`src/inc/acsd_params.svh`:
```
`ifndef ACSD_PARAMS_SVH
`define ACSD_PARAMS_SVH

// ==========================================
// Command byte fields
`define ACSD_SEL_CONV   7
`define ACSD_SEL_SETUP  6
`define ACSD_CHAN_HI    5
`define ACSD_CHAN_LO    3
`define ACSD_SCAN_HI    2
`define ACSD_SCAN_LO    1
`define ACSD_TEMP_BIT   0
`define ACSD_CLK_HI     5
`define ACSD_CLK_LO     4
`define ACSD_VREF_HI    3
`define ACSD_VREF_LO    2
`define ACSD_PAIR_HI    1
`define ACSD_PAIR_LO    0

// ==========================================
// Reset values of the setup fields
`define ACSD_CLK_RST    2'h2
`define ACSD_VREF_RST   2'h2
`define ACSD_PAIR_RST   2'h0

// ==========================================
// Timing counts in conversion clock ticks
`define ACSD_WAKE_CYC   8'hda
`define ACSD_TEMP_CYC   8'hf4

// ==========================================
// Channel numbers and serial framing
`define ACSD_TOP_CHAN   3'h7
`define ACSD_CNV_CHAN   3'h7
`define ACSD_NEGATIVE_VREF_PIN_CHAN  3'h6
`define ACSD_LAST_BIT   3'h7

`endif

```
`src/inc/acsd_pkg.sv`:
```
package acsd_pkg;

	// ==========================================
	// Scan kinds as coded in the conversion byte
	typedef enum logic [1:0] {
		SCAN_UPTO   = 2'h0,
		SCAN_FROM   = 2'h1,
		SCAN_REPEAT = 2'h2,
		SCAN_ONCE   = 2'h3
	} acsd_scan_t;

	// ==========================================
	// Clock modes as coded in the setup byte
	typedef enum logic [1:0] {
		CLK_INT_CNV = 2'h0,
		CLK_INT_ACQ = 2'h1,
		CLK_INT_AIN = 2'h2,
		CLK_EXT     = 2'h3
	} acsd_clk_t;

	// ==========================================
	// Scan sequencer states
	typedef enum logic [2:0] {
		ST_IDLE,
		ST_WAKE,
		ST_TEMP,
		ST_PICK,
		ST_CONV
	} acsd_state_t;

endpackage

```
`src/inc/acsd_byte_if.sv`:
```
`timescale 1ns/1ps
interface acsd_byte_if;
	logic [7:0] rxByte;
	logic       rxValid;
	logic       sclkRise;

	modport tx (output rxByte, output rxValid, output sclkRise);
	modport rx (input rxByte, input rxValid, input sclkRise);
endinterface

```
`src/verilog/acsd_shift.sv`:
```
`timescale 1ns/1ps
`include "acsd_params.svh"
module acsd_shift (
	// Clock and reset
	input  wire logic clock,
	input  wire logic rst,
	// Serial pins
	input  wire logic sclk,
	input  wire logic csN,
	input  wire logic din,
	// Byte stream
	acsd_byte_if.tx   rx
);
	logic       sclkPrev;
	logic [2:0] bitCnt;
	logic [6:0] shiftReg;
	wire  logic sclkEdge = ~sclkPrev & sclk;

	always_ff @(posedge clock) begin
		if (rst) begin
			sclkPrev <= 1'b0;
		end else begin
			sclkPrev <= sclk;
		end
	end

	// ==========================================
	// Shift in MSB first, one byte per eight edges
	always_ff @(posedge clock) begin
		if (rst || csN) begin
			bitCnt   <= 3'h0;
			shiftReg <= 7'h00;
		end else if (sclkEdge) begin
			shiftReg <= {shiftReg[5:0], din};
			bitCnt   <= bitCnt + 3'h1;
		end
	end

	always_ff @(posedge clock) begin
		if (rst) begin
			rx.rxValid  <= 1'b0;
			rx.rxByte   <= 8'h00;
			rx.sclkRise <= 1'b0;
		end else begin
			rx.rxValid  <= sclkEdge & ~csN & (bitCnt == `ACSD_LAST_BIT);
			rx.rxByte   <= {shiftReg, din};
			rx.sclkRise <= sclkEdge;
		end
	end

	chk_byte_eight: assert property (@(posedge clock) disable iff (rst)
		rx.rxValid |-> $past(bitCnt) == `ACSD_LAST_BIT && $past(sclkEdge))
		else $error("byte released before eighth edge");

endmodule // acsd_shift

```
`src/verilog/acsd_decode.sv`:
```
`timescale 1ns/1ps
`include "acsd_params.svh"
module acsd_decode #(
	parameter int unsigned CONV_TICKS = 16,
	parameter int unsigned INT_DIV    = 2
) (
	// Clock and reset
	input  wire logic       clock,
	input  wire logic       rst,
	// Serial pins and convert start
	input  wire logic       sclk,
	input  wire logic       csN,
	input  wire logic       din,
	input  wire logic       cnvN,
	// Settings held by neighbouring registers
	input  wire logic [3:0] pairDiff,
	input  wire logic [4:0] repeatNum,
	// Scan activity
	output logic            busy,
	output logic            refOn,
	output logic            chanStart,
	output logic [2:0]      chanNum,
	output logic            chanDiff,
	output logic            tempStart,
	output logic            scanDone,
	// Setup state
	output logic [1:0]      clkMode,
	output logic [1:0]      vrefMode,
	output logic            cnvstIsPin,
	output logic            ref2IsNeg,
	// Pair configuration byte
	output logic            pairWrite,
	output logic            pairBipolar,
	output logic [7:0]      pairData
);
	localparam logic [7:0] CONV_LAST = 8'(CONV_TICKS - 1);
	localparam logic [7:0] DIV_LAST  = 8'(INT_DIV - 1);
	acsd_byte_if bus ();
	acsd_shift u_shift (
		.clock (clock),
		.rst   (rst),
		.sclk  (sclk),
		.csN   (csN),
		.din   (din),
		.rx    (bus.tx)
	);

	// ==========================================
	// Helpers
	function automatic logic chanSkip(input logic [2:0] ch, input logic cnvPin,
		input logic refNeg, input logic [3:0] diff);
		logic pd;
		pd = diff[ch[2:1]];
		chanSkip = (pd && ch[0]) || (ch == `ACSD_CNV_CHAN && cnvPin)
			|| (ch == `ACSD_NEGATIVE_VREF_PIN_CHAN && refNeg)
			|| (pd && ch[2:1] == 2'h3 && (cnvPin || refNeg));
	endfunction

	function automatic logic [2:0] effChan(input logic [2:0] ch, input logic [3:0] diff);
		effChan = diff[ch[2:1]] ? {ch[2:1], 1'b0} : ch;
	endfunction

	// ==========================================
	// Command decode
	logic                    pairPend;
	logic [1:0]              pairSel;
	logic [2:0]              selChan;
	acsd_pkg::acsd_scan_t    scanKind;
	logic                    tempReq;
	logic                    haveCmd;
	logic                    pendStart;
	acsd_pkg::acsd_state_t   state;
	wire logic cmdByte = bus.rxValid & ~pairPend;
	wire logic convWr  = cmdByte & bus.rxByte[`ACSD_SEL_CONV];
	wire logic setupWr = cmdByte & ~bus.rxByte[`ACSD_SEL_CONV]
		& bus.rxByte[`ACSD_SEL_SETUP];

	always_ff @(posedge clock) begin
		if (rst) begin
			selChan  <= 3'h0;
			scanKind <= acsd_pkg::SCAN_ONCE;
			tempReq  <= 1'b0;
			haveCmd  <= 1'b0;
		end else if (convWr) begin
			selChan  <= bus.rxByte[`ACSD_CHAN_HI:`ACSD_CHAN_LO];
			scanKind <= acsd_pkg::acsd_scan_t'(bus.rxByte[`ACSD_SCAN_HI:`ACSD_SCAN_LO]);
			tempReq  <= bus.rxByte[`ACSD_TEMP_BIT];
			haveCmd  <= 1'b1;
		end
	end

	always_ff @(posedge clock) begin
		if (rst) begin
			clkMode    <= `ACSD_CLK_RST;
			vrefMode   <= `ACSD_VREF_RST;
			pairSel    <= `ACSD_PAIR_RST;
			cnvstIsPin <= 1'b0;
			ref2IsNeg  <= 1'b0;
		end else if (setupWr) begin
			clkMode    <= bus.rxByte[`ACSD_CLK_HI:`ACSD_CLK_LO];
			vrefMode   <= bus.rxByte[`ACSD_VREF_HI:`ACSD_VREF_LO];
			pairSel    <= bus.rxByte[`ACSD_PAIR_HI:`ACSD_PAIR_LO];
			cnvstIsPin <= ~bus.rxByte[`ACSD_CLK_HI];
			ref2IsNeg  <= bus.rxByte[`ACSD_VREF_LO];
		end
	end

	// ==========================================
	// Byte after a setup write with bit 1 set, in the same frame, goes to a pair register
	always_ff @(posedge clock) begin
		if (rst) begin
			pairPend    <= 1'b0;
			pairWrite   <= 1'b0;
			pairBipolar <= 1'b0;
			pairData    <= 8'h00;
		end else begin
			pairWrite <= 1'b0;
			if (setupWr) begin
				pairPend <= bus.rxByte[`ACSD_PAIR_HI];
			end else if (pairPend && bus.rxValid) begin
				pairPend    <= 1'b0;
				pairWrite   <= 1'b1;
				pairBipolar <= pairSel[0];
				pairData    <= bus.rxByte;
			end else if (csN) begin
				pairPend <= 1'b0;
			end
		end
	end

	// ==========================================
	// Conversion clock ticks
	logic [7:0] divCnt;
	logic       intTick;
	logic       cnvPrev;
	always_ff @(posedge clock) begin
		if (rst) begin
			divCnt  <= 8'h00;
			intTick <= 1'b0;
		end else begin
			intTick <= (divCnt == DIV_LAST);
			divCnt  <= (divCnt == DIV_LAST) ? 8'h00 : divCnt + 8'h01;
		end
	end

	// Reset to the idle high level so no false edge follows reset
	always_ff @(posedge clock) begin
		cnvPrev <= rst | cnvN;
	end

	wire logic convTick = (clkMode == acsd_pkg::CLK_EXT) ? bus.sclkRise : intTick;
	wire logic cnvFall  = cnvPrev & ~cnvN;
	wire logic cnvRise  = ~cnvPrev & cnvN;
	wire logic pinStart = haveCmd & ((clkMode == acsd_pkg::CLK_INT_CNV && cnvFall)
		|| (clkMode == acsd_pkg::CLK_INT_ACQ && cnvRise));
	wire logic wrStart  = pendStart & clkMode[1];
	wire logic goScan   = (state == acsd_pkg::ST_IDLE) && (pinStart || wrStart);

	always_ff @(posedge clock) begin
		if (rst) begin
			pendStart <= 1'b0;
		end else if (convWr) begin
			pendStart <= 1'b1;
		end else if (goScan) begin
			pendStart <= 1'b0;
		end
	end

	// ==========================================
	// Scan sequencer
	acsd_pkg::acsd_scan_t sKind;
	logic [2:0]           sTop;
	logic                 sTemp;
	logic [2:0]           cur;
	logic [4:0]           repLeft;
	logic [7:0]           waitCnt;
	logic [7:0]           convCnt;
	logic                 isLast;
	always_comb begin
		unique case (sKind)
			acsd_pkg::SCAN_UPTO:   isLast = (cur == sTop);
			acsd_pkg::SCAN_FROM:   isLast = (cur == `ACSD_TOP_CHAN);
			acsd_pkg::SCAN_REPEAT: isLast = (repLeft <= 5'h1);
			acsd_pkg::SCAN_ONCE:   isLast = 1'b1;
		endcase
	end

	wire logic pickSkip = chanSkip(cur, cnvstIsPin, ref2IsNeg, pairDiff);
	wire logic convEnd  = (state == acsd_pkg::ST_CONV) && convTick && (convCnt == CONV_LAST);
	wire logic advance  = ((state == acsd_pkg::ST_PICK) && pickSkip) || convEnd;
	always_ff @(posedge clock) begin
		if (rst) begin
			state     <= acsd_pkg::ST_IDLE;
			busy      <= 1'b0;
			refOn     <= 1'b0;
			sKind     <= acsd_pkg::SCAN_ONCE;
			sTop      <= 3'h0;
			sTemp     <= 1'b0;
			cur       <= 3'h0;
			repLeft   <= 5'h0;
			waitCnt   <= 8'h00;
			convCnt   <= 8'h00;
			chanStart <= 1'b0;
			chanNum   <= 3'h0;
			chanDiff  <= 1'b0;
			tempStart <= 1'b0;
			scanDone  <= 1'b0;
		end else begin
			chanStart <= 1'b0;
			tempStart <= 1'b0;
			scanDone  <= 1'b0;
			unique case (state)
				acsd_pkg::ST_IDLE: begin
					if (goScan) begin
						state   <= acsd_pkg::ST_WAKE;
						busy    <= 1'b1;
						sKind   <= scanKind;
						sTop    <= effChan(selChan, pairDiff);
						sTemp   <= tempReq;
						repLeft <= repeatNum;
						cur     <= (scanKind == acsd_pkg::SCAN_UPTO) ? 3'h0
							: effChan(selChan, pairDiff);
						refOn   <= refOn | tempReq | ~vrefMode[0];
						if (tempReq) begin
							waitCnt <= `ACSD_TEMP_CYC;
						end else if (!vrefMode[0] && !refOn) begin
							waitCnt <= `ACSD_WAKE_CYC;
						end else begin
							waitCnt <= 8'h00;
						end
					end
				end
				acsd_pkg::ST_WAKE: begin
					if (waitCnt == 8'h00) begin
						convCnt <= 8'h00;
						if (sTemp) begin
							state     <= acsd_pkg::ST_TEMP;
							tempStart <= 1'b1;
						end else begin
							state <= acsd_pkg::ST_PICK;
						end
					end else if (convTick) begin
						waitCnt <= waitCnt - 8'h01;
					end
				end
				acsd_pkg::ST_TEMP: begin
					if (convTick) begin
						if (convCnt == CONV_LAST) begin
							state <= acsd_pkg::ST_PICK;
						end else begin
							convCnt <= convCnt + 8'h01;
						end
					end
				end
				acsd_pkg::ST_PICK: begin
					if (!pickSkip) begin
						state     <= acsd_pkg::ST_CONV;
						convCnt   <= 8'h00;
						chanStart <= 1'b1;
						chanNum   <= cur;
						chanDiff  <= pairDiff[cur[2:1]];
					end
				end
				acsd_pkg::ST_CONV: begin
					if (convTick && !convEnd) begin
						convCnt <= convCnt + 8'h01;
					end
				end
			endcase
			if (advance) begin
				if (isLast) begin
					state    <= acsd_pkg::ST_IDLE;
					busy     <= 1'b0;
					scanDone <= 1'b1;
					refOn    <= 1'b0;
				end else begin
					state   <= acsd_pkg::ST_PICK;
					repLeft <= repLeft - 5'h1;
					if (sKind != acsd_pkg::SCAN_REPEAT) begin
						cur <= cur + 3'h1;
					end
				end
			end
		end
	end

	// ==========================================
	// Checks
	logic [7:0] wakeTicks;
	logic       tempSeen;
	always_ff @(posedge clock) begin
		if (rst || goScan) begin
			wakeTicks <= 8'h00;
			tempSeen  <= 1'b0;
		end else begin
			if (state == acsd_pkg::ST_WAKE && waitCnt != 8'h00 && convTick) begin
				wakeTicks <= wakeTicks + 8'h01;
			end
			if (tempStart) begin
				tempSeen <= 1'b1;
			end
		end
	end

	chk_conv_decode: assert property (@(posedge clock) disable iff (rst)
		convWr |=> selChan == $past(bus.rxByte[5:3]) && tempReq == $past(bus.rxByte[0]))
		else $error("conversion byte not decoded");
	chk_setup_decode: assert property (@(posedge clock) disable iff (rst)
		setupWr |=> clkMode == $past(bus.rxByte[5:4]) && vrefMode == $past(bus.rxByte[3:2]))
		else $error("setup byte not decoded");
	chk_setup_reset: assert property (@(posedge clock)
		rst |=> clkMode == 2'h2 && vrefMode == 2'h2) else $error("setup reset value wrong");
	chk_pin_role: assert property (@(posedge clock) disable iff (rst)
		cnvstIsPin == ~clkMode[1] && ref2IsNeg == vrefMode[0])
		else $error("shared pin roles disagree with setup");
	chk_skip_chan: assert property (@(posedge clock) disable iff (rst)
		chanStart |-> !(chanNum == 3'h7 && cnvstIsPin) && !(chanNum == 3'h6 && ref2IsNeg))
		else $error("reserved channel converted");
	chk_diff_even: assert property (@(posedge clock) disable iff (rst)
		chanStart && chanDiff |-> !chanNum[0])
		else $error("differential pair started on odd channel");
	chk_temp_first: assert property (@(posedge clock) disable iff (rst)
		chanStart && sTemp |-> tempSeen) else $error("channel converted before temperature");
	chk_temp_wake: assert property (@(posedge clock) disable iff (rst)
		tempStart |-> wakeTicks == 8'hf4)
		else $error("temperature wake delay not 244 ticks");
	chk_ref_off: assert property (@(posedge clock) disable iff (rst)
		scanDone |-> !refOn && !busy) else $error("reference left on after scan");
	chk_upto_range: assert property (@(posedge clock) disable iff (rst)
		chanStart && sKind == acsd_pkg::SCAN_UPTO |-> chanNum <= sTop)
		else $error("scan passed the picked channel");
	chk_once_single: assert property (@(posedge clock) disable iff (rst)
		chanStart && sKind == acsd_pkg::SCAN_ONCE |-> ##1 !chanStart [*3])
		else $error("single conversion repeated");
	chk_start_cause: assert property (@(posedge clock) disable iff (rst)
		$rose(busy) |-> $past(clkMode[1] ? pendStart : cnvN != cnvPrev))
		else $error("scan started without its trigger");
	cov_temp_scan: cover property (@(posedge clock) disable iff (rst)
		tempStart ##[1:1000] chanStart);
	cov_repeat_done: cover property (@(posedge clock) disable iff (rst)
		scanDone && sKind == acsd_pkg::SCAN_REPEAT);
	cov_pair_write: cover property (@(posedge clock) disable iff (rst) pairWrite);
	cov_pin_start: cover property (@(posedge clock) disable iff (rst) goScan && pinStart);

endmodule // acsd_decode

```
`config.mk`:
```
export PLATFORM = sky130hd
export DESIGN_NAME = acsd_decode
export DESIGN_NICKNAME = d
export VERILOG_FILES = /design/src/inc/acsd_pkg.sv /design/src/inc/acsd_byte_if.sv /design/src/verilog/acsd_shift.sv /design/src/verilog/acsd_decode.sv
export VERILOG_INCLUDE_DIRS = /design/src /design/src/inc
export SDC_FILE = /design/constraint.sdc
export NUM_CORES = 1
export LEC_CHECK = 0
export BUFFER_PORTS_ARGS = -buffer_cell sky130_fd_sc_hd__buf_4
export CAP_MARGIN = 30
export CORE_ASPECT_RATIO = 1.5
export CORE_MARGIN = 1.5
export CORE_UTILIZATION = 45
export DETAILED_ROUTE_END_ITERATION = 10
export MAX_ROUTING_LAYER = met4
export PLACE_DENSITY_LB_ADDON = 0.25
export SLEW_MARGIN = 5
export SYNTH_ARGS = -nofsm -noshare
export SYNTH_HDL_FRONTEND = slang
export SYNTH_HIERARCHICAL = 1
export SYNTH_SLANG_ARGS = --single-unit
```
`constraint.sdc`:
```
create_clock -name clock -period 5.8 [get_ports clock]
set_input_delay 0.58 -clock clock [delete_from_list [all_inputs] [get_ports clock]]
set_output_delay 0.58 -clock clock [all_outputs]
set_load 0.02 [all_outputs]
```
# Word level (Yosys, flattened, before mapping)
# Cells that the tools add are included.
# totals
wordCells,206
register_bits,99
in_bits,15
output_inout_bits,25
# classes
n_lt_le_gt_ge,3
eq_ne,30
muxes,55
add_sub_neg,6
bitwise,28
n_reduce_logical,46
# op_table
operator,count
$mux W8,10
$mux W3,12
$pmux W8 S4,1
$mux W1,22
$mux W5,4
$add A8 B1 Y8 const B,2
$ne A2 B2 Y1 const B,8
$pmux W8 S2,1
$ne A3 B3 Y1 const B,5
$logic_and A1 B1 Y1,14
$not A1 Y1,14
$eq A3 B3 Y1 const B,4
$pmux W3 S4,1
$reduce_and A6 Y1,2
$and A1 B1 Y1,11
$eq A2 B2 Y1 const B,4
$eq A8 B1 Y1 const B,1
$eq A8 B4 Y1 const B,1
$logic_not A8 Y1,1
$logic_or A1 B1 Y1,8
$reduce_or A2 Y1,4
$sub A8 B1 Y8 const B,1
$add A3 B1 Y3 const B,2
$eq A3 B2 Y1 const B,2
other kinds (21),33

# Longest topological paths before layout
# logic_depth
depth_word,12
mapped_depth,9
mapped_depth_nobuf,8

# Hierarchy
# Netlist, hierarchy kept.
# by_module_without_submodules
mod,n_inst,seq_area_each_um2,area_per_inst_um2,cells_each
acsd_decode,1,1541.5,3679.8,444
acsd_shift,1,420.4,694.4,71

# Worst setup path before layout
# OpenSTA, ideal clock, no wires.
# synth_timing
path_type,input to register
from,input pairDiff[3]
to,register convCnt[3]
setup_slack_ps,3274
required_ps,5730
setup_ps,70
arrival_ps,2456
cell_stages,6
n_path_buf,0
cell_sequence,mux4_2 > a211o_1 > a221oi_4 > nand3_1 > or3_1 > a21boi_1
# synth_between
elab_chain_cells,8
word_cells_on_any_way,10
classes_between,1 x eq/ne; 2 x mux; 7 x reduce/logical
# synth_rtl
item,line,rtl
start: declaration,acsd_decode.sv:16,"input wire logic [3:0] pairDiff,"
$bmux W1 S2 *,acsd_decode.sv:53,pd = diff[ch[2:1]];
$mux W1 (implied by the code) *,acsd_decode.sv:53,
$logic_and A1 B1 Y1,acsd_decode.sv:54,chanSkip = (pd && ch[0]) || (ch == `ACSD_CNV_CHAN && cnvPin)
$logic_or A1 B1 Y1 (2 in series),acsd_decode.sv:54,
$logic_or A1 B1 Y1 *,acsd_decode.sv:54,
$ne A2 B2 Y1 (no line) *,-,
$reduce_and A6 Y1 (no line) *,-,
end signal: assignment,acsd_decode.sv:251,convCnt <= convCnt + 8'h01;
end signal: assignment,acsd_decode.sv:266,convCnt <= convCnt + 8'h01;
end: declaration,acsd_decode.sv:177,logic [7:0] convCnt;
# Every way passes the cells marked *; elsewhere a longest branch is shown, timed or not. The select of a mux whose other input is x is not followed.
# A chain may end at the register's enable or synchronous reset.

# Worst setup path in the final report
# layout_timing
from,register cur[1]
to,register convCnt[3]
# layout_between
elab_chain_cells,8
word_cells_on_any_way,15
classes_between,4 x eq/ne; 2 x mux; 9 x reduce/logical
# layout_rtl
item,line,rtl
start: declaration,acsd_decode.sv:174,logic [2:0] cur;
start signal: assignment,acsd_decode.sv:221,cur <= (scanKind == acsd_pkg::SCAN_UPTO) ? 3'h0
start signal: assignment,acsd_decode.sv:280,cur <= cur + 3'h1;
$bmux W1 S2,acsd_decode.sv:53,
$mux W1 (implied by the code),acsd_decode.sv:53,
$logic_and A1 B1 Y1,acsd_decode.sv:54,
$logic_or A1 B1 Y1 (2 in series),acsd_decode.sv:54,
$logic_or A1 B1 Y1 *,acsd_decode.sv:54,
$ne A2 B2 Y1 (no line) *,-,
$reduce_and A6 Y1 (no line) *,-,
# Marked as above.

==> impl_metrics.csv <==
group,metric,value,unit
pwr,pwr-share-seq,48.2,%
logic_synthesis,synthMuxAreaShare,4.233,%
detailed_routing,via_count,3683,
global_routing,first_global_vias,3596,
logic_synthesis,synthSimpleGateAreaFrac,25.37,%
critical_path,crit_slowest_cell,"mux4_2",
pwr,p_int,1.111,mW
clocking,htree_levels,3,
sta,setup_ws,2985,ps
critical_path,path_buf_inv,0,
logic_synthesis,synth-xor-area-share,2.775,%
sta,final.setup.tns,0,ps
sta,min_period_over_period,48.54,%
sta,period_needed,2815,ps
critical_path,cp.required,6080,ps
sta,drv_slew,0,
cells_and_area,drive_gt1_share,12.75,%
place,place_congestion,0.8762,
critical_path,max_stage_delay,600,ps
logic_synthesis,synth-compound-area-share,15.59,%
run_status,status,"finished clean",
pwr,sw_frac_of_total,23.01,%
clocking,cts_setup_buffers,0,
sta,max_freq,0.3552,GHz
logic_synthesis,yosys.cell_types.count,64,
global_routing,grt_start_max_net_pins,69,
sta,relSlewSlack,43.26,%
logic_synthesis,syn_avg_cell_area,8.494,sq um
clocking,cts_sinks,98,
detailed_routing,post_drt_wl_per_cell,14.40,microns
clocking,numCtsBuffers,9,
clocking,cts_resized,0,
critical_path,r2r_start,"cur[1]",
logic_synthesis,synthArstFlopShare,0,%
detailed_routing,drtAntennaViolNets,0,
cells_and_area,final_common_cell,"dfxtp_1",
clocking,cts_tree,"built",
floorplan,die_y,123.8,microns
critical_path,path_cells,"mux4_2 -> a211o_1 -> a221oi_4 -> nand3_1 -> or3_1 -> a21boi_1",
global_routing,grtUsageTotal,19.83,%
cells_and_area,area_growth,15.53,%
sta,worst_pin_slew,849.4,ps
detailed_routing,drtPass1Iterations,4,
detailed_routing,drc,0,
logic_synthesis,synth_seq_cells,98,
pwr,peakVddDrop,0.2067,mV
clocking,clkTransAtPathRegs,70,ps
pwr,power_density,285.6,nW/um^2
detailed_routing,drt-total-wl,9519,microns
logic_synthesis,ys_warn_count,6,
floorplan,io_pins,40,
critical_path,worst-setup-path-type,"flip-flop to flip-flop",
hold_path,hp-start,"cnvN",
critical_path,cp-start-kind,"flip-flop",
logic_synthesis,synth_edf_count,0,
floorplan,chipWidth,83.50,microns
logic_synthesis,synth_seq_area_share,44.85,%
global_routing,grt.overflow.total,0,
detailed_routing,vias_per_cell,5.572,
logic_synthesis,syn_nets,542,
detailed_routing,drtIter0Drc,278,
global_routing,antenna_found_initial,0,
cells_and_area,finish.utilization,53.98,%
hold_path,hp-class,"input pin to flip-flop",
hold_path,whs_endpoint,"cnvPrev",
critical_path,path_delay_family,"compound AO/OA/AOI/OAI gates",
place,place_ws,2912,ps
sta,setup-violations-final,0,
place,io_buffers,39,
logic_synthesis,syn_inst,515,
cells_and_area,antenna_cells,0,
cells_and_area,layout_common_cells,"dfxtp_1 (98), nand2_1 (79), a21oi_1 (47)",
clocking,cts_root_buffer,"clkbuf_16",
floorplan,core-area,9361,sq um
critical_path,r2r_end,"convCnt[3]",
floorplan,initial_utilization,46.73,%
critical_path,crit_fanout,7,
pwr,p_sw,332.1,uW
sta,finClkSkew,9.147,ps
pwr,p_comb_share,7.5,%
logic_synthesis,synthAdderAreaFrac,3.432,%
sta,timing_hold_violations_final,0,
clocking,hold_buffers,0,
logic_synthesis,synth_top_family_by_area,"simple AND/OR/NAND/NOR gates",
critical_path,reg2reg_depth,6,
floorplan,rows,43,
critical_path,critPathArrivalTime,3090,ps
global_routing,grt_pass1_wl,16060,microns
critical_path,worstSetupEndpointType,"flip-flop",
clocking,cts_buffer_depth,2,
hold_path,whs_path_depth,2,
pwr,p_leak,1.972,nW
logic_synthesis,ys.flop_type,"dfxtp_1",
cells_and_area,final_nets,571,
pwr,clkPwrFrac,44.3,%
critical_path,reg2reg_setup_slack,2980,ps
logic_synthesis,syn-cell-area,4374,sq um
flow_run,drv_cap,0,
place,place_hpwl,6708,microns
floorplan,die-area,10330,sq um
sta,rsz0062_at_grt,"no",
clocking,clock_insertion_delay_worst_skew,350,ps
-- worst max-delay path by stage --
stage                      from         end  slack [ps]  cells after the start
floorplan           pairDiff[3]  convCnt[3]        3270                      6
global placement    pairDiff[3]  convCnt[3]        2990                      7
detailed placement  pairDiff[3]  convCnt[3]        2910                      7
CTS                      cur[1]  convCnt[3]        2990                      6
global route             cur[1]  repLeft[4]        2840                      6
finish                   cur[1]  convCnt[3]        2980                      6
-- power by group through the flow --
stage | Combinational (mW) | Clock (mW) | Sequential [mW]
after floorplan | 0.0883 | 0 | 0.702
after global placement | 0.106 | 0 | 0.711
after detailed placement | 0.107 | 0 | 0.711
after CTS | 0.107 | 0.651 | 0.696
after global routing | 0.122 | 0.680 | 0.697
final | 0.108 | 0.639 | 0.696
-- routing by layer --
metal / global-route usage [%] / part of all wire, % / up-vias
met3: 4.175 / 3.8 / 10
met2: 35.47 / 52 / 68
li1: - / - / 1855
met4: 7.377 / 1.4 / 0
met1: 21.92 / 43 / 1750
met5: - / 0 / -
-- kinds of logic (layout without fill, tap and decap cells) --
family,count (synthesis),after routing
buf+inv,40,74
simple gates,229,229
flops,98,98
fa+ha+maj,12,12
compound gates,107,107
xor+xnor,13,13
mux,16,16
-- sequential cells by signal, summed over array words and instances (netlist names), 5 cells and up --
register and count:
repLeft 5, u_shift/rx.rxByte 8, u_shift/shiftReg 7, pairData 8, divCnt 8, waitCnt 8
convCnt 8
-- cells in the mapped netlist (all sizes together), types with 2 or more instances --
| cell type | n | area [sq um] |
|---|---|---|
| and2 | 5 | 31.28 |
| or4 | 2 | 15.01 |
| nand2 | 79 | 296.5 |
| nor2 | 47 | 178.9 |
| ha | 12 | 150.1 |
| inv | 15 | 56.30 |
| a21boi | 2 | 15.02 |
| or2 | 9 | 56.31 |
| o21a | 3 | 22.52 |
| dfxtp | 98 | 1962 |
| o21ai | 15 | 75.07 |
| a31oi | 9 | 56.30 |
| a21oi | 47 | 235.2 |
| a211oi | 3 | 22.52 |
| buf | 7 | 40.04 |
| a311oi | 4 | 35.03 |
| o211ai | 4 | 30.03 |
| nand4 | 5 | 31.28 |
| nand3b | 3 | 22.52 |
| nand2b | 9 | 56.30 |
| xor2 | 8 | 70.07 |
| a22oi | 2 | 15.01 |
| and3 | 13 | 81.33 |
| mux4 | 2 | 45.04 |
| clkbuf | 17 | 63.81 |
| or3 | 5 | 31.28 |
| nor4 | 4 | 25.02 |
| mux2i | 14 | 140.1 |
| nand3 | 19 | 95.09 |
| o21bai | 2 | 15.01 |
| nor4b | 2 | 17.52 |
| nor2b | 12 | 75.07 |
| xnor2 | 5 | 51.30 |
| nor3 | 9 | 45.04 |
| o31a | 2 | 17.52 |
-- layout make-up --
cell class,count,area (sq um)
Tap cell,112,140.1
Fill cell,891,4308
Clock inverter,4,73.82
Inverter,16,60.06
Multi-Input combinational cell,377,2261
Clock buffer,12,246.5
Sequential cell,98,1962
Timing Repair Buffer,42,310.3
-- worst reg2reg max path, cell delays in order (launching register included) --
cell,delay (ps)
dfxtp_1,520
mux4_2,610
a211o_1,400
a221oi_4,450
nand3_1,230
or3_1,400
a21boi_1,140
-- metrics by stage --
stage / hold WS (ps) / power [mW] / instance area, sq um / cells
floorplan: 426.0 / 0.7907 / 4374 / 515
global placement: 436.0 / 0.8162 / 4723 / 643
detailed placement: 444.7 / 0.8179 / 4728 / 644
CTS: 435.6 / 1.454 / 5049 / 660
global route: 447.6 / 1.499 / 5054 / 661
finish: 439.2 / 1.443 / 5054 / 661
(Power assumes the default switching activity.)
